`config.mk`:
```
export PLATFORM = sky130hd
export DESIGN_NAME = scp_top
export DESIGN_NICKNAME = d
export VERILOG_FILES = /design/src/rtl/scp_pkg.sv /design/src/rtl/scp_div_if.sv /design/src/rtl/scp_divider.sv /design/src/rtl/scp_top.sv
export SDC_FILE = /design/constraint.sdc
export NUM_CORES = 1
export LEC_CHECK = 0
export BUFFER_PORTS_ARGS = -buffer_cell sky130_fd_sc_hd__buf_2
export CAP_MARGIN = 10
export CORE_MARGIN = 5
export CORE_UTILIZATION = 40
export CTS_CLUSTER_SIZE = 30
export DETAILED_ROUTE_END_ITERATION = 6
export PLACE_DENSITY = 0.72
export REMOVE_ABC_BUFFERS = 1
export SYNTH_ARGS = -nofsm -noshare
export SYNTH_HDL_FRONTEND = slang
export SYNTH_SLANG_ARGS = --single-unit
```
`constraint.sdc`:
```
create_clock -name ref_clk_in -period 4.8 [get_ports ref_clk_in]
set_input_delay 0.96 -clock ref_clk_in [delete_from_list [all_inputs] [get_ports ref_clk_in]]
set_output_delay 0.96 -clock ref_clk_in [all_outputs]
set_load 0.05 [all_outputs]
```
`src/rtl/scp_pkg.sv`:
```
// Package of constants and types for the system clock prescaler block
package scp_pkg;
    // ------------------------------------------------------------------
    // Register map
    // ------------------------------------------------------------------
    localparam logic [3:0] REG_PRESCALE_OFS = 4'h0; // clock_prescale_control
    localparam logic [3:0] REG_STATUS_OFS = 4'h4; // Divider state, read only
    localparam logic [3:0] REG_PINCFG_OFS = 4'h8; // Timer osc and ext clock
    localparam int unsigned PCE_BIT = 7;
    localparam int unsigned SEL_MSB = 3;
    // ------------------------------------------------------------------
    // Reset values and counts
    // ------------------------------------------------------------------
    localparam logic [3:0] SEL_RESET_FUSE_OFF = 4'h0;
    localparam logic [3:0] SEL_RESET_FUSE_ON = 4'h3;
    localparam logic [3:0] SEL_MAX_LEGAL = 4'h8;
    localparam logic [2:0] PCE_WINDOW_CYCLES = 3'h4;
    localparam int unsigned DIV_W = 9;
    // ------------------------------------------------------------------
    // Clock source choices seen by the timer oscillator gate
    // ------------------------------------------------------------------
    typedef enum logic [1:0] {
        SRC_EXTERNAL = 2'b00,
        SRC_CRYSTAL = 2'b01,
        SRC_RC_CAL = 2'b10,
        SRC_RC_LOW = 2'b11
    } scp_src_e;
endpackage

```
`src/rtl/scp_div_if.sv`:
```
// Interface between the register front end and the divider core
`timescale 1ns/1ps
interface scp_div_if;
    logic [3:0] sel;
    logic load;
    logic clk_en;
    logic [3:0] active_sel;
    modport ctrl (output sel, output load, input clk_en, input active_sel);
    modport core (input sel, input load, output clk_en, output active_sel);
endinterface // scp_div_if

```
`src/rtl/scp_divider.sv`:
```
// Glitch-free power-of-two divider producing a one-cycle clock enable
`timescale 1ns/1ps
module scp_divider (
    input wire logic clk_in,
    input wire logic rst_in,
    input wire logic ce_in,
    input wire logic [3:0] reset_sel_in,
    scp_div_if.core div
);
    typedef struct packed {
        logic [scp_pkg::DIV_W-1:0] cnt;
        logic [3:0] cur;
        logic [3:0] pend;
        logic pend_v;
        logic en;
    } scp_div_s;
    scp_div_s s_q;
    scp_div_s s_d;
    logic [scp_pkg::DIV_W-1:0] last;

    // --------------------------------------------------------------
    // Divider state
    // --------------------------------------------------------------
    // Terminal count for the active factor; new factor only at a boundary,
    // so each period is fully old or fully new and never shorter.
    always_comb begin
        last = scp_pkg::DIV_W'((10'h001 << s_q.cur) - 10'h001);
        s_d = s_q;
        s_d.en = 1'b0;
        if (div.load) begin
            s_d.pend = div.sel;
            s_d.pend_v = 1'b1;
        end
        if (s_q.cnt >= last) begin
            s_d.cnt = '0;
            s_d.en = 1'b1;
            if (s_q.pend_v) begin
                s_d.cur = s_q.pend;
                s_d.pend_v = div.load;
            end
        end else begin
            s_d.cnt = s_q.cnt + 1'b1;
        end
    end

    // Registers the state; the reset factor follows the fuse
    always_ff @(posedge clk_in) begin
        if (rst_in) begin
            s_q <= '0;
            s_q.cur <= reset_sel_in;
        end else if (ce_in) begin
            s_q <= s_d;
        end
    end

    assign div.clk_en = s_q.en;
    assign div.active_sel = s_q.cur;
endmodule // scp_divider

```
`src/rtl/scp_top.sv`:
```
// System clock prescaler with protected register and clock output pin
//
// Notes on behaviour
// - programmed clock-output fuse puts the system clock on the output pin.
// - with that fuse, the pin stays enabled during reset but is held low, as the divider enable is cleared.
// - the pin carries the divided clock from whatever source is selected.
// - timer oscillator allowed on crystal pins only with an RC system source.
// - one divided enable slows I/O, ADC, CPU and flash clocks together.
// - changing the factor never glitches the divided clocks.
// - no intermediate period is shorter than both old and new periods.
// - new factor active from the next divider boundary, at most about one old period after the write.
// - divider counts at the undivided clock; its count is not readable.
// - change-enable updates only when all other bits are written zero.
// - change-enable self-clears after four cycles or when the factor is written.
// - rewriting change-enable inside the window neither extends nor clears it.
// - reset loads select 0000, or 0011 with the divide-by-eight fuse.
// - any legal select value (0 to 8) is accepted regardless of the divide-by-eight fuse.
// - select n divides by two to the n, up to 256; higher codes reserved.
`timescale 1ns/1ps
module scp_top (
    input wire logic ref_clk_in,
    input wire logic reset_in,
    input wire logic clk_enable_in,
    input wire logic clock_output_fuse_in,
    input wire logic divide_by_eight_fuse_in,
    input wire logic [1:0] clock_source_in,
    input wire logic [3:0] avs_address_in,
    input wire logic avs_read_in,
    input wire logic avs_write_in,
    input wire logic [31:0] avs_writedata_in,
    input wire logic [3:0] avs_byteenable_in,
    output logic [31:0] avs_readdata_out,
    output logic avs_waitrequest_out,
    output logic sys_clk_en_out,
    output logic clock_output_pin_out,
    output logic clock_output_pin_oe_out,
    output logic timer_osc_enable_out,
    output logic timer_ext_clock_select_out
);
    typedef struct packed {
        logic [1:0] fuse_sync;
        logic [1:0] fuse_meta;
        logic pce;
        logic [2:0] pce_cnt;
        logic [3:0] sel;
        logic load;
        logic ack;
        logic [31:0] rdata;
        logic sys_en;
        logic pin;
        logic pin_oe;
        logic tosc_req;
        logic ext_sel;
        logic tosc_en;
    } scp_top_s;

    scp_top_s s_q;
    scp_top_s s_d;
    scp_div_if div ();
    logic [3:0] reset_sel;
    logic is_rc;
    logic wr_hit;
    logic rd_hit;

    // ------------------------------------------------------------------
    // Divider core
    // ------------------------------------------------------------------
    // Reset factor chosen by the synchronised divide-by-eight fuse
    // Bit 0 of the synchroniser carries that fuse; bit 1 is the clock-output fuse
    assign reset_sel = s_q.fuse_sync[0] ? scp_pkg::SEL_RESET_FUSE_ON
                                        : scp_pkg::SEL_RESET_FUSE_OFF;

    scp_divider u_div (
        .clk_in(ref_clk_in),
        .rst_in(reset_in),
        .ce_in(clk_enable_in),
        .reset_sel_in(reset_sel),
        .div(div.core)
    );

    assign div.sel = s_q.sel;
    assign div.load = s_q.load;

    // ------------------------------------------------------------------
    // Bus decode
    // ------------------------------------------------------------------
    // One wait cycle per access: the answer comes on the second edge
    assign wr_hit = avs_write_in && !s_q.ack;
    assign rd_hit = avs_read_in && !s_q.ack;
    assign is_rc = (clock_source_in == scp_pkg::SRC_RC_CAL)
                || (clock_source_in == scp_pkg::SRC_RC_LOW);

    // ------------------------------------------------------------------
    // Next state
    // ------------------------------------------------------------------
    always_comb begin
        s_d = s_q;
        s_d.fuse_meta = {clock_output_fuse_in, divide_by_eight_fuse_in};
        s_d.fuse_sync = s_q.fuse_meta;
        s_d.load = 1'b0;
        s_d.ack = wr_hit || rd_hit;
        // Change-enable window counts down and closes by itself
        if (s_q.pce) begin
            if (s_q.pce_cnt <= 3'h1) begin
                s_d.pce = 1'b0;
                s_d.pce_cnt = 3'h0;
            end else begin
                s_d.pce_cnt = s_q.pce_cnt - 3'h1;
            end
        end
        if (wr_hit && avs_byteenable_in[0]) begin
            case (avs_address_in)
                scp_pkg::REG_PRESCALE_OFS: begin
                    if (avs_writedata_in[7:0] == 8'h80) begin
                        // Rewrite while open leaves the window untouched
                        if (!s_q.pce) begin
                            s_d.pce = 1'b1;
                            s_d.pce_cnt = scp_pkg::PCE_WINDOW_CYCLES;
                        end
                    end else if (s_q.pce && !avs_writedata_in[scp_pkg::PCE_BIT]) begin
                        s_d.pce = 1'b0;
                        s_d.pce_cnt = 3'h0;
                        // Reserved codes are dropped: the old factor stays
                        if (avs_writedata_in[3:0] <= scp_pkg::SEL_MAX_LEGAL) begin
                            s_d.sel = avs_writedata_in[scp_pkg::SEL_MSB:0];
                            s_d.load = 1'b1;
                        end
                    end
                end
                scp_pkg::REG_PINCFG_OFS: begin
                    s_d.tosc_req = avs_writedata_in[0];
                    s_d.ext_sel = avs_writedata_in[1];
                end
                default: begin
                end
            endcase
        end
        // Read data; bits six to four are held at zero
        if (rd_hit) begin
            case (avs_address_in)
                scp_pkg::REG_PRESCALE_OFS:
                    s_d.rdata = {24'h000000, s_q.pce, 3'h0, s_q.sel};
                scp_pkg::REG_STATUS_OFS:
                    s_d.rdata = {28'h0000000, div.active_sel};
                scp_pkg::REG_PINCFG_OFS:
                    s_d.rdata = {29'h00000000, s_q.tosc_en, s_q.ext_sel, s_q.tosc_req};
                default:
                    s_d.rdata = 32'h00000000;
            endcase
        end
        // Timer oscillator only while an RC oscillator clocks the system
        s_d.tosc_en = s_q.tosc_req && is_rc;
        s_d.sys_en = div.clk_en;
        // Pin shows a divided clock: high on the enable cycle
        s_d.pin = div.clk_en;
        s_d.pin_oe = s_q.fuse_sync[1];
    end

    // ------------------------------------------------------------------
    // Registers
    // ------------------------------------------------------------------
    // Fuse synchronisers and pin drive keep running through reset
    always_ff @(posedge ref_clk_in) begin
        if (reset_in) begin
            s_q.pce <= 1'b0;
            s_q.pce_cnt <= 3'h0;
            s_q.sel <= reset_sel;
            s_q.load <= 1'b0;
            s_q.ack <= 1'b0;
            s_q.rdata <= 32'h00000000;
            s_q.sys_en <= 1'b0;
            s_q.tosc_req <= 1'b0;
            s_q.ext_sel <= 1'b0;
            s_q.tosc_en <= 1'b0;
            s_q.fuse_meta <= s_d.fuse_meta;
            s_q.fuse_sync <= s_d.fuse_sync;
            s_q.pin <= s_d.pin;
            s_q.pin_oe <= s_d.pin_oe;
        end else if (clk_enable_in) begin
            s_q <= s_d;
        end
    end

    assign avs_readdata_out = s_q.rdata;
    assign avs_waitrequest_out = !s_q.ack;
    assign sys_clk_en_out = s_q.sys_en;
    assign clock_output_pin_out = s_q.pin;
    assign clock_output_pin_oe_out = s_q.pin_oe;
    assign timer_osc_enable_out = s_q.tosc_en;
    assign timer_ext_clock_select_out = s_q.ext_sel;
endmodule // scp_top

```
-- Word level (Yosys, flattened, before mapping)
Index checks and enable logic that the tools add are counted.
- mux-type cells: 25
- add/sub/neg operators: 3
- equality and inequality tests: 6
- order comparisons: 3
- shifts and indexed selects: 1
- reductions and logical operators: 22
- operators with widths (cell ; number):
    two-way mux 52 bit ; 2
    two-way mux 9 bit ; 4
    two-way mux 32 bit ; 1
    case mux 8 bit (3 select lines) ; 1
    two-way mux 10 bit ; 2
    two-way mux 4 bit ; 5
    two-way mux 5 bit ; 3
    nonzero test 2 bit ; 7
    adder 9 x 1 -> 9 bit (second input constant) ; 1
    greater-or-equal comparator 9 bit ; 1
    << shifter 1 x 4 -> 9 bit (first input constant) ; 1
    subtractor 9 x 1 -> 9 bit (second input constant) ; 1
    equality test 8 bit (second input constant) ; 1
    two-way mux 2 bit ; 4
    AND reduction 3 bit ; 2
    AND reduction 6 bit ; 1
    logical AND 1 bit ; 5
    equality test 2 bit (second input constant) ; 2
    equality test 4 x 3 -> 1 bit (second input constant) ; 1
    equality test 4 bit (second input constant) ; 1
    <= comparator 4 bit (second input constant) ; 1
    logical NOT 4 bit ; 1
    AND reduction 2 bit ; 2
    <= comparator 3 x 1 -> 1 bit (second input constant) ; 1
    6 further kinds ; 9
- flip-flop bits (word level): 71
- output and inout bits: 38
- word-level logic and storage cells: 79
- bits of input ports: 49

-- Longest topological paths before layout
Gate-level depths: netlist of run 1.
- depth in word-level cells: 9
- gate-level depth with buffers: 16
- mapped depth without buffers: 13

-- Hierarchy
A second synthesis of run 1 with hierarchy kept.
- cells, all modules: 315
- area, all modules: 2725.1 um^2
- by module, submodules not included (module ; area an instance (um^2) ; instances ; sequential area each (um^2) ; cells an instance):
    scp_top ; 1520.2 ; 1 ; 600.6 ; 163
    scp_divider ; 1204.9 ; 1 ; 420.4 ; 152

-- Worst setup path after synthesis of run 1
OpenSTA, ideal clock, no wires.
- path type: reg2reg
- start: register u_div.s_q, in the netlist u_div.div.active_sel[1]
- end: register u_div.s_q, in the netlist u_div.div.active_sel[0] (enable)
- buffers on the path: 3
- library setup time: 0.373 ns
- data required time: 4.427 ns
- setup slack: 1.586 ns
- data arrival time: 2.842 ns
- clock period less this slack: 3.214 ns
- cell stages (with the launch flop): 15
- cells stage by stage: edfxtp_1 clkbuf_1 nor3_1 nand2_1 ha_1 clkbuf_1 nor3_1 a21oi_1 o21a_1 ha_1 nand4_1 nor2_1 a211oi_1 clkbuf_1 o31ai_1
- cells in the longest elaborated chain, start to end: 5
- RTL lines (item ; RTL line ; text):
    start: declaration ; scp_divider.sv:17 ; scp_div_s s_q;
    << shifter 1 x 4 -> 9 bit ; scp_divider.sv:27 ; last = scp_pkg::DIV_W'((10'h001 << s_q.cur) - 10'h001);
    subtractor 9 x 1 -> 9 bit ; scp_divider.sv:27 ;
    greater-or-equal comparator 9 bit ; scp_divider.sv:34 ; if (s_q.cnt >= last) begin
    nonzero test 2 bit (no source line) ; - ;
    AND reduction 3 bit (no source line) ; - ;
No other way between the ends.
A chain may end at the register's enable or synchronous reset.

-- Worst setup path after layout of run 1
- start: register u_div.s_q, in the netlist u_div.div.active_sel[1]
- end: register u_div.s_q, in the netlist u_div.div.active_sel[1] (enable)
Same word-level chain as after synthesis.

==> flow_summary.json, run 1 <==
{
  "ys_async_sr_fraction_pct": 0,
  "clock-skew-final_ns": 0.00608,
  "instances_no_fill": 398,
  "drc": 0,
  "routed.top_layer": "met4",
  "die_w_um": 90.4,
  "synth_most_common_cell": "nand2_1",
  "ys_warn_count": 0,
  "cts_buffer_depth": 2,
  "maxSlewViolCount": 0,
  "post-route-min-period_ns": 3.38,
  "min_path_type": "reg -> reg",
  "wl_met3_um": 314,
  "final_util_pct": 43.7,
  "worst-r2r-cell-count": 12,
  "vdd_drop_max_mv": 0.208,
  "crit_chain": "nor3_1, nand2_1, ha_1, nor3_1, a21oi_1, o21a_1, ha_1, nand4_1, nor2_1, a211oi_1, buf_4, o31ai_1",
  "netlist_instances": 300,
  "cts_buffers": 5,
  "wl_met1_um": 2200,
  "grt_setup_unrepaired": "false",
  "ios": 87,
  "insertion_delay_ns": 0.30,
  "setup_violations": 0,
  "ys_types": 46,
  "max_slew.worst_pin.slew_ns": 0.739,
  "tritoncts": "built",
  "slew_headroom_pct": 49.5,
  "yosysSeqAreaShare_pct": 39.5,
  "synth-edff-count": 14,
  "seqCellArea_um2": 1020,
  "syn_area_um2": 2590,
  "grt-ovfl-total": 0,
  "worstHoldStart": "u_div.s_q[4]",
  "fin_crit_sh_pct": 70.5,
  "timing.fmax_mhz": 296,
  "grt_max_degree": 32,
  "grt_antenna_before_repair": 0,
  "grt_pass1_vias": 1891,
  "max_stage_delay_ns": 0.53,
  "initial_core_util_pct": 41.0,
  "met2WireLength_um": 2380,
  "crit_slowest_cell": "edfxtp_1",
  "wl_um": 4990,
  "yosys-top-cells-count": "nand2_1, buf_4, dfxtp_1",
  "die_area_um2": 8180,
  "grt.total_usage_pct": 12.3,
  "hold_end": "u_div.s_q[4]",
  "ctsHoldBuffers": 0,
  "placedCellCount": 390,
  "clk_pin_slew_ns": 0.08,
  "cts_root_buf": "clkbuf_8",
  "synth_top_area_share_pct": 23.2,
  "required_ns": 4.74,
  "status": "complete, no violations",
  "drv_cap": 0,
  "min_path_cells": 2,
  "p_comb_share_pct": 15.4,
  "drt_iter0_markers": 141,
  "yosys.area.top_type": "dfxtp_1",
  "cp_max_fo": 12,
  "syn_avg_cell_area_um2": 8.62,
  "yosys-top-cells-area": "dfxtp_1, edfxtp_1, buf_4",
  "worstReg2RegStart": "u_div.div.active_sel[1]",
  "drt_first_pass_iters": 4,
  "vias_per_cell": 5.08,
  "arrival_ns": 3.33,
  "critical_path.startpoint_type": "register",
  "rows": 29,
  "core_um2": 6310,
  "rrSetupSlack_ns": 1.42,
  "cts_setup_buffers": 0,
  "diodes": 0,
  "route.vias.total": 2023,
  "cts-resized-gates": 0,
  "ant_nets": 0,
  "p_switching_uw": 237,
  "power_leakage_uw": 0.00112,
  "drive_gt1_share_pct": 15.0,
  "syn2layout_area_growth_pct": 6.62,
  "num-nets-final": 381,
  "htree_levels": 2,
  "power_frac_seq_pct": 47.9,
  "hold_viol_final": 0,
  "fillers": 628,
  "crit_type": "reg -> reg",
  "tns_ns": 0,
  "grt_pass1_wl_um": 8410,
  "gp_congestion": 0.801,
  "critPathBufInv": 1,
  "port_buffers": 31,
  "synthFlopType": "dfxtp_1",
  "clkPwrFrac_pct": 36.7,
  "power_density_nw_per_um2": 308,
  "intPower_uw": 612,
  "synth_seq_cells": 44,
  "end_kind": "register",
  "switching_share_pct": 27.9,
  "dp_hpwl_um": 3690,
  "cts.sinks": 44,
  "regToRegEndpoint": "u_div.div.active_sel[1]",
  "multi_input_area_um2": 1310,
  "holdWs_ns": 0.466,
  "fp.dieH_um": 90.4,
  "wl_per_cell_um": 12.5,
  "path_delay_family": "simple AND/OR/NAND/NOR gates"
}
==> cell usage in the layout (no fill, tap or decap), types with 2 or more instances in the layout <==
master	count
xor2_1	2
nand2_1	35
nor4_1	3
a21o_1	2
nor2_1	27
or4_4	2
o31ai_1	3
a22oi_1	4
xnor2_1	3
and3_1	3
edfxtp_1	14
buf_2	31
ha_1	12
inv_1	12
a31oi_1	4
or3_1	2
nand3b_1	2
a21oi_1	22
o21ai_0	11
dfxtp_1	30
nor3_1	7
a22o_1	5
clkbuf_8	7
a211oi_1	2
o21a_1	4
conb_1	27
nand3_1	14
mux2i_1	7
nor2b_1	8
==> kinds of logic after synthesis <==
family	synth area share [%]
and+or+nand+nor	21.9
AOI/OAI and AO/OA	14.5
buffers and inverters	13.8
DFF	39.5
adders and majority gates	5.80
muxes	2.71
xor gates and xnor gates	1.69
other	0.145
==> final cells by class <==
type	count	share of cell area, %
Clock buffer	7	3.49
Sequential cell	44	37.0
Inverter	12	1.63
Multi-Input combinational cell	225	47.4
Clock inverter	1	1.09
Tap cell	77	3.49
Timing Repair Buffer	32	5.90
==> routing by layer <==
layer,track usage [%],vias to the layer above
met5,0,-
met4,5.46,0
met3,3.33,7
met2,20.6,55
met1,14.7,928
li1,-,1033
==> through the flow <==
stage / power [uW] / worst slack, ns / instance area, um^2
floorplan: 513 / 1.51 / 2370
global placement: 543 / 1.49 / 2630
detailed placement: 546 / 1.42 / 2630
CTS: 856 / 1.40 / 2760
global route: 886 / 1.16 / 2760
finish: 849 / 1.42 / 2760
==> flip-flops by register name, indices dropped and copies added (netlist names) <==
signal	cells
s_q	7
u_div.div.active_sel	4
clock_output_pin_out	1
clock_output_pin_oe_out	1
u_div.div.clk_en	1
avs_readdata_out	5
u_div.s_q	14
s_d	3
div.load	1
timer_ext_clock_select_out	1
timer_osc_enable_out	1
sys_clk_en_out	1
div.sel	4
==> worst max path at each step <==
stage,startpoint,to,depth (start not counted)
after floorplan,u_div.div.active_sel[1],u_div.div.active_sel[0],11
after global placement,u_div.div.active_sel[1],u_div.div.active_sel[3],12
after detailed placement,u_div.div.active_sel[1],u_div.div.active_sel[3],12
after CTS,u_div.div.active_sel[1],u_div.div.active_sel[3],12
after global routing,u_div.div.active_sel[1],u_div.div.active_sel[2],12
final,u_div.div.active_sel[1],u_div.div.active_sel[1],12
==> tightest hold or removal path: cells and delay by family, from the launching register on <==
kind	cells	cell delay, ns
flip-flops	1	0.31
AND/OR/NAND/NOR	1	0.05
AO/OA/AOI/OAI	1	0.06
==> power groups by stage <==
| stage | logic, uW | registers, uW | clock network, uW |
|---|---|---|---|
| after floorplan | 93.0 | 420 | 0 |
| after CTS | 131 | 407 | 319 |
| final | 130 | 407 | 312 |
| after detailed placement | 130 | 415 | 0 |
| after global placement | 128 | 415 | 0 |
| after global routing | 142 | 409 | 335 |
Note: power is estimated with default switching activity, not from simulation.
==> inputs of run 2 (changes only) <==
ABC_AREA = 1   (was unset)
clock period = 3.4 ns   (was 4.8 ns; I/O delays follow)
==> flow_summary.json, run 2 <==
{
  "status": "complete, no violations",
  "instances_no_fill": 455,
  "setup_violations": 0,
  "grt_pass1_vias": 2035,
  "layout_common_cells": "nand2_1, nor2_1, inv_1",
  "synth_seq_cells": 44,
  "synth-edff-count": 14,
  "drt_iter0_markers": 113,
  "synthFlopType": "dfxtp_1",
  "worstHoldStart": "u_div.s_q[2]",
  "synth_top_area_share_pct": 23.0,
  "grt_antenna_before_repair": 0,
  "yosys-top-cells-area": "dfxtp_1, edfxtp_1, nand2_1",
  "fp.dieH_um": 90.9,
  "vias_per_cell": 4.67,
  "arrival_ns": 2.88,
  "cts-resized-gates": 0,
  "min_path_cells": 2,
  "drv_cap": 0,
  "worstReg2RegStart": "u_div.div.active_sel[2]",
  "diodes": 0,
  "syn_avg_cell_area_um2": 7.49,
  "insertion_delay_ns": 0.30,
  "wl_per_cell_um": 11.6,
  "regToRegEndpoint": "u_div.div.active_sel[2]",
  "die_w_um": 90.9,
  "wl_um": 5280,
  "final_util_pct": 44.4,
  "cts_buffer_depth": 2,
  "required_ns": 3.41,
  "core_um2": 6350,
  "clk_pin_slew_ns": 0.09,
  "tritoncts": "built",
  "cp_max_fo": 7,
  "drt_first_pass_iters": 4,
  "final_common_cell": "nand2_1",
  "vdd_drop_max_mv": 0.161,
  "initial_core_util_pct": 41.2,
  "yosys-top-cells-count": "nand2_1, nor2_1, inv_1",
  "rows": 29,
  "yosysSeqAreaShare_pct": 39.0,
  "fillers": 645,
  "route.vias.total": 2126,
  "rrSetupSlack_ns": 0.53,
  "dp_hpwl_um": 4100,
  "end_kind": "register",
  "cts.sinks": 44,
  "num-nets-final": 438,
  "post-route-min-period_ns": 2.87,
  "cts_root_buf": "clkbuf_8",
  "dpl_cell_area_um2": 2700,
  "placedCellCount": 447,
  "cts_setup_buffers": 0,
  "ys_warn_count": 0,
  "crit_type": "reg -> reg",
  "timing.fmax_mhz": 348,
  "maxSlewViolCount": 0,
  "yosys.area.top_type": "dfxtp_1",
  "worst-r2r-cell-count": 15,
  "syn2layout_area_growth_pct": 7.70,
  "power_density_nw_per_um2": 413,
  "ys_types": 31,
  "slew_headroom_pct": 60.0,
  "min_path_type": "reg -> reg",
  "ys_async_sr_fraction_pct": 0,
  "drive_gt1_share_pct": 16.7,
  "max_slew.worst_pin.slew_ns": 0.599,
  "holdWs_ns": 0.455,
  "design_area_um2": 2820,
  "ios": 87,
  "htree_levels": 2,
  "synth_most_common_cell": "nand2_1",
  "netlist_instances": 349,
  "clock-skew-final_ns": 0.00818,
  "largest_reg_flops": 14,
  "syn_area_um2": 2620,
  "grt_setup_unrepaired": "false",
  "grt_pass1_wl_um": 9090,
  "ctsHoldBuffers": 0,
  "cts_buffers": 5,
  "power_leakage_uw": 0.00130,
  "hold_viol_final": 0,
  "gp_congestion": 0.905,
  "port_buffers": 31,
  "hold_end": "u_div.s_q[2]",
  "grt_max_degree": 16,
  "grt-ovfl-total": 0,
  "top_register": "u_div.s_q",
  "fin_crit_sh_pct": 84.4,
  "grt.total_usage_pct": 13.3,
  "tns_ns": 0,
  "critical_path.startpoint_type": "register",
  "ant_nets": 0,
  "drc": 0,
  "die_area_um2": 8250
}
## run 2: changes by cell type in the layout (fill, tap and decap cells not counted), moves of 5 or more
cell,before,now
a21oi_1,22,11
a22o_1,5,0
inv_1,12,35
mux2i_1,7,0
nand2_1,35,86
nand3_1,14,19
nor2_1,27,45
nor2_2,0,8
nor2b_1,8,0
nor3_1,7,2
## run 2: area by class of cell
cell class | count | area [um^2] | share of cell area [%]
clock buffers | 5 | 68.8 | 2.44
inverters | 40 | 150 | 5.33
flip-flops and latches | 44 | 1020 | 36.3
repair buffers | 31 | 155 | 5.51
clock inverters | 3 | 46.3 | 1.64
well taps | 77 | 96.3 | 3.42
multi-input cells | 255 | 1280 | 45.4
## run 2: stage by stage
stage	setup WS [ns]	power (uW)
after floorplan	0.880	721
after global placement	0.612	759
after detailed placement	0.537	762
after CTS	0.523	1180
after global routing	0.250	1220
final	0.529	1160
## run 2: power by group
group	internal, uW	switching, uW
sequential	558	10.8
clock	221	190
combinational	38.4	144
## run 2: worst max path at each step
stage	startpoint	end	slack [ns]	depth (start not counted)
after floorplan	u_div.div.active_sel[2]	u_div.div.active_sel[0]	0.88	15
after global placement	u_div.div.active_sel[2]	u_div.div.active_sel[0]	0.61	15
after detailed placement	u_div.div.active_sel[2]	u_div.div.active_sel[0]	0.54	15
after CTS	u_div.div.active_sel[2]	u_div.div.active_sel[0]	0.52	15
after global routing	u_div.div.active_sel[2]	u_div.div.active_sel[0]	0.25	15
final	u_div.div.active_sel[2]	u_div.div.active_sel[2]	0.53	15
## run 2: worst max-delay path, stage by stage (launching register included)
cell      delay (ns)
edfxtp_1        0.52
nor2_2          0.25
nand3_1         0.11
ha_1            0.25
nand2_2         0.11
a21oi_1         0.06
xor2_1          0.15
ha_1            0.30
nand2_1         0.07
nor2_1          0.15
nand2_1         0.07
nor2_1          0.08
nor2_1          0.06
nand2_1         0.17
nand3_1         0.09
nand2_1         0.15
## run 2: routing by layer
| layer | vias to the layer above | track usage (%) | share of wire (%) |
|---|---|---|---|
| li1 | 1103 | - | - |
| met1 | 950 | 16.4 | 44 |
| met2 | 66 | 22.6 | 48 |
| met3 | 7 | 3.42 | 6.3 |
| met4 | 0 | 4.16 | 1.3 |
| met5 | - | 0 | 0 |
## run 2: cell families after synthesis
kind of cell               count (synthesis)  synth area share (%)
adders and majority gates                 12                  5.74
buffers and inverters                     76                  15.8
AOI/OAI and AO/OA                         30                  6.08
and+or+nand+nor                          177                  30.2
other                                      1                 0.143
DFF                                       44                  39.0
xor gates and xnor gates                   9                  3.01
